===== src/ocfr_pkg.sv =====
package ocfr_pkg;
  // register location and field layout
  localparam logic [7:0] OCFR_REG_OFFSET = 8'h47;
  localparam logic [7:0] OCFR_REG_RESET = 8'h00;
  localparam int OCFR_RESP_HI = 7;
  localparam int OCFR_RESP_LO = 6;
  localparam int OCFR_RETRY_HI = 5;
  localparam int OCFR_RETRY_LO = 3;
  localparam int OCFR_DELAY_HI = 2;
  localparam int OCFR_DELAY_LO = 0;
  // response codes
  localparam logic [1:0] OCFR_RESP_IGNORE = 2'h0;
  localparam logic [1:0] OCFR_RESP_COND = 2'h1;
  localparam logic [1:0] OCFR_RESP_DELAY = 2'h2;
  localparam logic [1:0] OCFR_RESP_OFF = 2'h3;
  // retry counts
  localparam logic [2:0] OCFR_RETRY_NONE = 3'h0;
  localparam logic [2:0] OCFR_RETRY_FOREVER = 3'h7;
  // width of the delay unit counter
  localparam int OCFR_CNT_W = 16;
  localparam int OCFR_MULT_W = 8;
  // controller states
  typedef enum logic [2:0] {
    OCFR_RUN, OCFR_LIMIT, OCFR_WAIT, OCFR_START, OCFR_LATCH
  } ocfr_state_e;
endpackage : ocfr_pkg


===== src/ocfr_unit_timer.sv =====
`timescale 1ns/100ps
// counts a number of delay units; each unit is a number of clock cycles
module ocfr_unit_timer
  import ocfr_pkg::*;
(
  input wire logic clk_sys_i,
  input wire logic nrst_i,
  input wire logic start_i,
  input wire logic [OCFR_CNT_W-1:0] unit_cycles_i,
  input wire logic [OCFR_MULT_W-1:0] units_i,
  output logic done_o
);
  logic [OCFR_CNT_W-1:0] cyc;
  logic [OCFR_MULT_W-1:0] left;
  logic busy;
  wire unit_tick = busy && (cyc <= 16'h0001);

  // unit divider and unit countdown
  always_ff @(posedge clk_sys_i or negedge nrst_i) begin
    if (!nrst_i) begin
      cyc <= '0;
      left <= '0;
      busy <= 1'b0;
      done_o <= 1'b0;
    end else begin
      done_o <= 1'b0;
      if (start_i) begin
        cyc <= unit_cycles_i;
        left <= units_i;
        busy <= 1'b1;
      end else if (unit_tick) begin
        cyc <= unit_cycles_i;
        left <= left - 8'h01;
        if (left <= 8'h01) begin
          busy <= 1'b0;
          done_o <= 1'b1;
        end
      end else if (busy) begin
        cyc <= cyc - 16'h0001;
      end
    end
  end
endmodule : ocfr_unit_timer


===== src/ocfr_fault_response.sv =====
`timescale 1ns/100ps
// Function
// - every overcurrent sets status fault bit
// - every overcurrent notifies the host
// - code 00 limits current forever
// - code 01 limits while voltage above floor
// - code 01 below floor shuts down, retries
// - code 10 limits for delay, then retries
// - code 11 shuts down at once, retries
// - bits 5:3 give restart attempt count
// - count 000 stays off until cleared
// - count 111 retries without limit
// - count 001 gives one attempt then off
// - attempt spacing is 2 to the power of the delay field, in units
// - delay field selects 1 to 128 units
// - counts 2 to 6 then off
// - endless retry stops on off/bias/fault
module ocfr_fault_response (
  input wire logic clk_sys_i,
  input wire logic nrst_i,
  input wire logic reg_wr_i,
  input wire logic [7:0] reg_addr_i,
  input wire logic [7:0] reg_wdata_i,
  output logic [7:0] reg_rdata_o,
  input wire logic [ocfr_pkg::OCFR_CNT_W-1:0] unit_cycles_i,
  input wire logic oc_det_i,
  input wire logic lv_det_i,
  input wire logic run_cmd_i,
  input wire logic bias_ok_i,
  input wire logic other_fault_i,
  input wire logic fault_clear_i,
  output logic output_en_o,
  output logic current_limit_o,
  output logic oc_fault_status_o,
  output logic host_notify_o,
  output logic latched_off_o
);
  import ocfr_pkg::*;

  logic [7:0] setting;
  ocfr_state_e state;
  ocfr_state_e next_state;
  logic [2:0] tries;
  logic [1:0] oc_sync, lv_sync, run_sync, bias_sync, oth_sync;
  logic oc_prev;

  // delay field code to unit multiplier
  function automatic logic [OCFR_MULT_W-1:0] units_of(input logic [2:0] c);
    units_of = OCFR_MULT_W'(8'h01 << c);
  endfunction : units_of

  // pin inputs pass two flip-flops
  always_ff @(posedge clk_sys_i or negedge nrst_i) begin
    if (!nrst_i) begin
      oc_sync <= '0;
      lv_sync <= '0;
      run_sync <= '0;
      bias_sync <= '0;
      oth_sync <= '0;
      oc_prev <= 1'b0;
    end else begin
      oc_sync <= {oc_sync[0], oc_det_i};
      lv_sync <= {lv_sync[0], lv_det_i};
      run_sync <= {run_sync[0], run_cmd_i};
      bias_sync <= {bias_sync[0], bias_ok_i};
      oth_sync <= {oth_sync[0], other_fault_i};
      oc_prev <= oc_sync[1];
    end
  end

  // decoded fields and conditions
  wire oc = oc_sync[1];
  wire lv = lv_sync[1];
  wire oc_rise = oc && !oc_prev;
  wire stop_all = !run_sync[1] || !bias_sync[1] || oth_sync[1];
  wire [1:0] resp = setting[OCFR_RESP_HI:OCFR_RESP_LO];
  wire [2:0] retry = setting[OCFR_RETRY_HI:OCFR_RETRY_LO];
  wire [2:0] dly = setting[OCFR_DELAY_HI:OCFR_DELAY_LO];
  wire reg_hit = reg_wr_i && (reg_addr_i == OCFR_REG_OFFSET);
  wire more_tries = (retry == OCFR_RETRY_FOREVER) || (tries < retry);
  wire timer_start = (state == OCFR_RUN || state == OCFR_START) &&
                     next_state == OCFR_WAIT ||
                     (state == OCFR_RUN && next_state == OCFR_LIMIT &&
                      resp == OCFR_RESP_DELAY);
  wire timer_done;

  ocfr_unit_timer u_timer (
    .clk_sys_i(clk_sys_i),
    .nrst_i(nrst_i),
    .start_i(timer_start),
    .unit_cycles_i(unit_cycles_i),
    .units_i(units_of(dly)),
    .done_o(timer_done)
  );

  // response state choice
  always_comb begin
    next_state = state;
    case (state)
      OCFR_RUN: begin
        if (oc) begin
          if (resp == OCFR_RESP_OFF) begin
            next_state = OCFR_START;
          end else begin
            next_state = OCFR_LIMIT;
          end
        end
      end
      OCFR_LIMIT: begin
        if (!oc) begin
          next_state = OCFR_RUN;
        end else if (resp == OCFR_RESP_COND && lv) begin
          next_state = OCFR_START;
        end else if (resp == OCFR_RESP_DELAY && timer_done) begin
          next_state = OCFR_START;
        end else if (resp == OCFR_RESP_OFF) begin
          next_state = OCFR_START;
        end
      end
      OCFR_START: begin
        // shutdown point: decide on another attempt
        if (more_tries && !stop_all) begin
          next_state = OCFR_WAIT;
        end else begin
          next_state = OCFR_LATCH;
        end
      end
      OCFR_WAIT: begin
        if (stop_all) begin
          next_state = OCFR_LATCH;
        end else if (timer_done) begin
          next_state = OCFR_RUN;
        end
      end
      OCFR_LATCH: begin
        if (fault_clear_i) begin
          next_state = OCFR_RUN;
        end
      end
      default: next_state = OCFR_RUN;
    endcase
  end

  // state, setting and attempt count
  always_ff @(posedge clk_sys_i or negedge nrst_i) begin
    if (!nrst_i) begin
      state <= OCFR_RUN;
      setting <= OCFR_REG_RESET;
      tries <= '0;
    end else begin
      state <= next_state;
      if (reg_hit) begin
        setting <= reg_wdata_i;
      end
      if (fault_clear_i || (oc_rise && state == OCFR_RUN && tries == 3'h0)) begin
        tries <= '0;
      end else if (state == OCFR_START && next_state == OCFR_WAIT &&
                   retry != OCFR_RETRY_FOREVER) begin
        tries <= tries + 3'h1;
      end else if (state == OCFR_RUN && !oc && tries != 3'h0 &&
                   next_state == OCFR_RUN) begin
        tries <= '0;
      end
    end
  end

  // outputs and status
  always_ff @(posedge clk_sys_i or negedge nrst_i) begin
    if (!nrst_i) begin
      output_en_o <= 1'b0;
      current_limit_o <= 1'b0;
      oc_fault_status_o <= 1'b0;
      host_notify_o <= 1'b0;
      latched_off_o <= 1'b0;
      reg_rdata_o <= 8'h00;
    end else begin
      output_en_o <= next_state == OCFR_RUN || next_state == OCFR_LIMIT;
      current_limit_o <= next_state == OCFR_LIMIT;
      latched_off_o <= next_state == OCFR_LATCH;
      host_notify_o <= oc_rise;
      if (oc_rise) begin
        oc_fault_status_o <= 1'b1;
      end else if (fault_clear_i) begin
        oc_fault_status_o <= 1'b0;
      end
      reg_rdata_o <= (reg_addr_i == OCFR_REG_OFFSET) ? setting : 8'h00;
    end
  end

  a_status_set: assert property (
    @(posedge clk_sys_i) disable iff (!nrst_i)
    oc_rise |=> oc_fault_status_o && host_notify_o)
    else $error("overcurrent did not set status");
  a_zero_latch: assert property (
    @(posedge clk_sys_i) disable iff (!nrst_i)
    state == OCFR_START && retry == OCFR_RETRY_NONE |=> state == OCFR_LATCH)
    else $error("retry zero did not latch off");
  a_off_immed: assert property (
    @(posedge clk_sys_i) disable iff (!nrst_i)
    state == OCFR_RUN && oc && resp == OCFR_RESP_OFF |=> !output_en_o)
    else $error("code 11 did not shut down");
  a_latch_hold: assert property (
    @(posedge clk_sys_i) disable iff (!nrst_i)
    state == OCFR_LATCH && !fault_clear_i |=> state == OCFR_LATCH)
    else $error("latched off left without clear");
  a_ignore_limit: assert property (
    @(posedge clk_sys_i) disable iff (!nrst_i)
    state == OCFR_LIMIT && resp == OCFR_RESP_IGNORE && oc |=>
    state == OCFR_LIMIT)
    else $error("code 00 left current limit");
  a_floor_trip: assert property (
    @(posedge clk_sys_i) disable iff (!nrst_i)
    state == OCFR_LIMIT && oc && resp == OCFR_RESP_COND && lv |=>
    state == OCFR_START)
    else $error("low voltage did not shut down");
  a_forever_retry: assert property (
    @(posedge clk_sys_i) disable iff (!nrst_i)
    state == OCFR_START && retry == OCFR_RETRY_FOREVER && !stop_all |=>
    state == OCFR_WAIT)
    else $error("continuous retry stopped");
  a_stop_retry: assert property (
    @(posedge clk_sys_i) disable iff (!nrst_i)
    state == OCFR_WAIT && stop_all |=> state == OCFR_LATCH)
    else $error("retry not ended by stop condition");
  a_tries_spent: assert property (
    @(posedge clk_sys_i) disable iff (!nrst_i)
    state == OCFR_START && retry != OCFR_RETRY_FOREVER && tries >= retry |=>
    state == OCFR_LATCH)
    else $error("attempts spent but output not latched off");
endmodule : ocfr_fault_response


===== config.mk =====
export PLATFORM = sky130hd
export DESIGN_NAME = ocfr_fault_response
export DESIGN_NICKNAME = d
export VERILOG_FILES = /design/src/ocfr_pkg.sv /design/src/ocfr_unit_timer.sv /design/src/ocfr_fault_response.sv
export SDC_FILE = /design/constraint.sdc
export NUM_CORES = 1
export LEC_CHECK = 0
export ABC_AREA = 1
export BUFFER_PORTS_ARGS = -buffer_cell sky130_fd_sc_hd__buf_2
export CAP_MARGIN = 10
export CORE_ASPECT_RATIO = 0.8
export CORE_MARGIN = 10
export CORE_UTILIZATION = 45
export DETAILED_ROUTE_END_ITERATION = 6
export PLACE_DENSITY_LB_ADDON = 0.2
export SYNTH_ARGS = -nofsm -noshare
export SYNTH_HDL_FRONTEND = slang
export SYNTH_SLANG_ARGS = --single-unit

===== constraint.sdc =====
create_clock -name clk_sys_i -period 2.25 [get_ports clk_sys_i]
set_input_delay 0.3375 -clock clk_sys_i [delete_from_list [all_inputs] [get_ports clk_sys_i]]
set_output_delay 0.3375 -clock clk_sys_i [all_outputs]
set_load 0.1 [all_outputs]

==> summary.md <==
| Metric | Value |
|---|---|
| Status | complete, no violations |
| Max cap viols | 0 |
| Reg-to-reg endpoint | u_timer.left[3]$_DFFE_PN0P_ |
| Diodes inserted | 0 |
| Register area share after synthesis | between 40 and 50% |
| Gpl congestion | about 0.92 |
| WP data required | about 2.5 ns |
| Die ar. | 12220 um2 |
| Worst hold path class | primary input to async pin |
| Reg clk slew, reported paths | 0.07 ns |
| Initial Utilization | 46.31% |
| Lkg Pwr | 2.180 nW |
| Post-synth EDFFs | 0 |
| Delay-heaviest family, CP | simple AND/OR/NAND/NOR gates |
| Critical-path cell list | inv_1 > ha_1 > a21oi_1 > nand2_1 > nand2_1 > nand3_4 > nand4_4 > buf_4 > nand3_1 > nand2_1 > nor2_1 |
| Clk root buf | clkbuf_8 |
| Clk sink count | 64 |
| DRT antenna net count | 0 |
| Largest net degree at the start of global routing | 36 |
| Initial antenna violation count | 0 |
| Largest family of logic cells by synthesized area | simple AND/OR/NAND/NOR gates |
| Xor and xnor fraction of the mapped netlist area | 2.856% |
| Worst Path Buf+Inv | 2 |
| Most frequent cells after synthesis | nand2_1 (141), dfrtp_1 (64), nand3_1 (59), nor2_1 (45), inv_1 (41) |
| DRT iter0 DRCs | 239 |
| Synth warn | 0 |
| I/O Pins | 54 |
| Ys flop type | dfrtp_1 |
| Skew-Pair Late Insertion Delay | roughly 0.34 ns |
| Drt total wl | 9284 um |
| Post-CTS setup buffers | 0 |
| # setup viols final | 0 |
| DP Wirelength | approximately 6800 um |
| Mux share of post-synthesis cell area | 0% |
| Synth Net Count | 532 |
| First-pass GRT wire length | between 15000 and 20000 um |
| Die extent in x | 121.1 um |
| Mapped Area | 3680 um2 |
| Synth Area in Simple Gates | 36.11% |
| # DRC | 0 |
| Post-CTS Hold Buffers | 0 |
| Gate Count Post-Synth | around 480 |
| Startpoint types | register |
| PwrDens | 1098 nW/um2 |
| Maximum VDD drop | 0.0006813 V |
| Maximum clock insertion buffer count | 2 |
| 1st-pass router iterations | 5 |
| Top area cells in the synthesized netlist | dfrtp_1 (44%), nand2_1 (14%), nand3_1 (8.0%) |
| Setup slack, reg-to-reg | 0.19 ns |
| CTS resizes | 0 |
| Final hold viol count | 0 |
| Max incr delay on CP | 0.38 ns |
| RSZ-0062 raised after global routing | no |
| Total GRT Usage | between 15 and 20% |
| WS Path Type | register to register |
| Post-synth top area cell | dfrtp_1 |
| DR WL/cell | 14.24 um |
| TritonCTS Buffers | 9 |
| Post-Place Cell Area | just over 4000 um2 |
| Vias in the first global route | about 3200 |
| Worst-Margin Slew | a little over 0.6 ns |
| Worst Path Max Fanout | 17 |
| Most common cell on crit path | nand2_1 |
| Setup TNS | 0 ns |
| Worst R2R Path Depth | 11 |
| Mean Syn Cell Area | between 7 and 8 um2 |
| Design area | 4265 um2 |
| Slowest CP cell | dfrtp_1 |
| Most common cell in the synthesized netlist | nand2_1 |
| Total core area | 7946 um2 |
| Compound-gate portion of the synthesized area | 7.276% |
| Fmax | 0.4856 GHz |
| Worst Skew | 0.006610 ns |
| Fraction of registers with async set/reset | 100.0% |
| Layout cells sized above 1 | 18.38% |
| CP arrival | 2.29 ns |
| Gr ovfl total | 0 |
| Nets | 589 |
| Final Max Tran Viols | 0 |
| CTS tree | yes |
| Relative slew slack | 59.29% |
| Period utilization | 91.52% |
| Row count | 29 |
| Port-buffer cells | 53 |
| Die Ht | around 100 um |
| Synth cell types | 33 |
| Register bit total from synthesis | 64 |
| H-tree depth | 3 |
| Via count | 3349 |
| R2R Path Start | setting[5]$_DFFE_PN0P_ |
| Post-Synth Adder-Cell Area | 2.720% |
| Via density | around 5.1 |
| Critical Path End Type | register |
| Min cycle time layout | a little over 2 ns |
| Area share of the largest cell type after synthesis | a little over two fifths |
| Stages on the worst setup path | 11 |
| Layout area overhead | 15.91% |
metal layers:
| metal | vias to the layer above | wire [um] | track usage [%] |
|---|---|---|---|
| met3 | 8 | 806 | 4.815 |
| met2 | 137 | 3645 | 21.18 |
| met5 | - | 0 | 0 |
| met4 | 0 | 98 | 5.185 |
| li1 | 1692 | - | - |
| met1 | 1512 | 4734 | 22.97 |
layout make-up:
class	count	area, um2
fillers	789	3681
multi-input cells	358	1823
flip-flops and latches	64	1602
repair buffers	62	345.3
clock buffers	13	178.9
inverters	45	168.9
well taps	108	135.1
clock inverters	2	12.51
cell families (layout without fill, tap and decap cells):
family                   after synthesis  count (layout)
AND/OR/NAND/NOR                      290             290
flip-flops                            64              64
buffers and inverters                 61             122
AO/OA/AOI/OAI                         48              48
XOR/XNOR                              12              12
adder cells (fa/ha/maj)                8               8
worst max-delay path by stage:
stage	startpoint	end	slack, ns
2_1_floorplan	setting[5]$_DFFE_PN0P_	u_timer.left[2]$_DFFE_PN0P_	0.54
3_3_place_gp	tries[2]$_DFFE_PN0P_	u_timer.left[6]$_DFFE_PN0P_	0.17
3_5_place_dp	setting[5]$_DFFE_PN0P_	u_timer.left[6]$_DFFE_PN0P_	0.07
4_1_cts	setting[5]$_DFFE_PN0P_	u_timer.cyc[2]$_DFFE_PN0P_	0.05
5_1_grt	setting[5]$_DFFE_PN0P_	u_timer.left[7]$_DFFE_PN0P_	0.02
6_report	setting[5]$_DFFE_PN0P_	u_timer.left[3]$_DFFE_PN0P_	0.19
metrics by stage:
step / utilization, % / hold WS (ns) / setup slack (ns) / total power, W / std cells
CTS: 53.41 / 0.01596 / 0.05300 / 0.004694 / 652
global route: 53.68 / 0.03889 / 0.02159 / 0.005096 / 652
global placement: 51.00 / 0.3365 / 0.1676 / 0.003701 / 637
finish: 53.68 / 0.008547 / 0.1908 / 0.004685 / 652
floorplan: - / 0.04191 / 0.5412 / 0.003275 / 483
detailed placement: 51.00 / 0.3347 / 0.07020 / 0.003724 / 637
flip-flops by register name, indices dropped and copies added (netlist names):
name / cells
reg_rdata_o: 8
u_timer.cyc: 16
run_sync: 2
latched_off_o: 1
host_notify_o: 1
oc_prev: 1
oth_sync: 2
bias_sync: 2
setting: 8
output_en_o: 1
state: 3
lv_sync: 2
u_timer.left: 8
oc_fault_status_o: 1
u_timer.busy: 1
current_limit_o: 1
tries: 3
oc_sync: 2
u_timer.done_o: 1
layout by cell type, fill, tap and decap left out, types with 4 or more instances in the layout:
cell type	synthesis	layout
nand2_1	141	141
dfrtp_1	64	64
nand3_1	59	59
buf_2	8	53
nor2_1	45	45
inv_1	41	41
a21oi_1	21	21
nand4_1	18	18
clkbuf_8	0	13
o21ai_0	11	11
xnor2_1	8	8
ha_1	8	8
buf_4	2	8
o211ai_1	6	6
o21ai_1	6	6
inv_2	4	4
nor2_2	4	4
xor2_1	4	4
nand3b_1	4	4
power breakdown:
part,internal (W),switching [W]
logic,0.000697,0.00133
registers,0.00141,0.000292
clock network,0.000513,0.000437
total,0.00262,0.00206
Power figures use the tool's default switching activity.
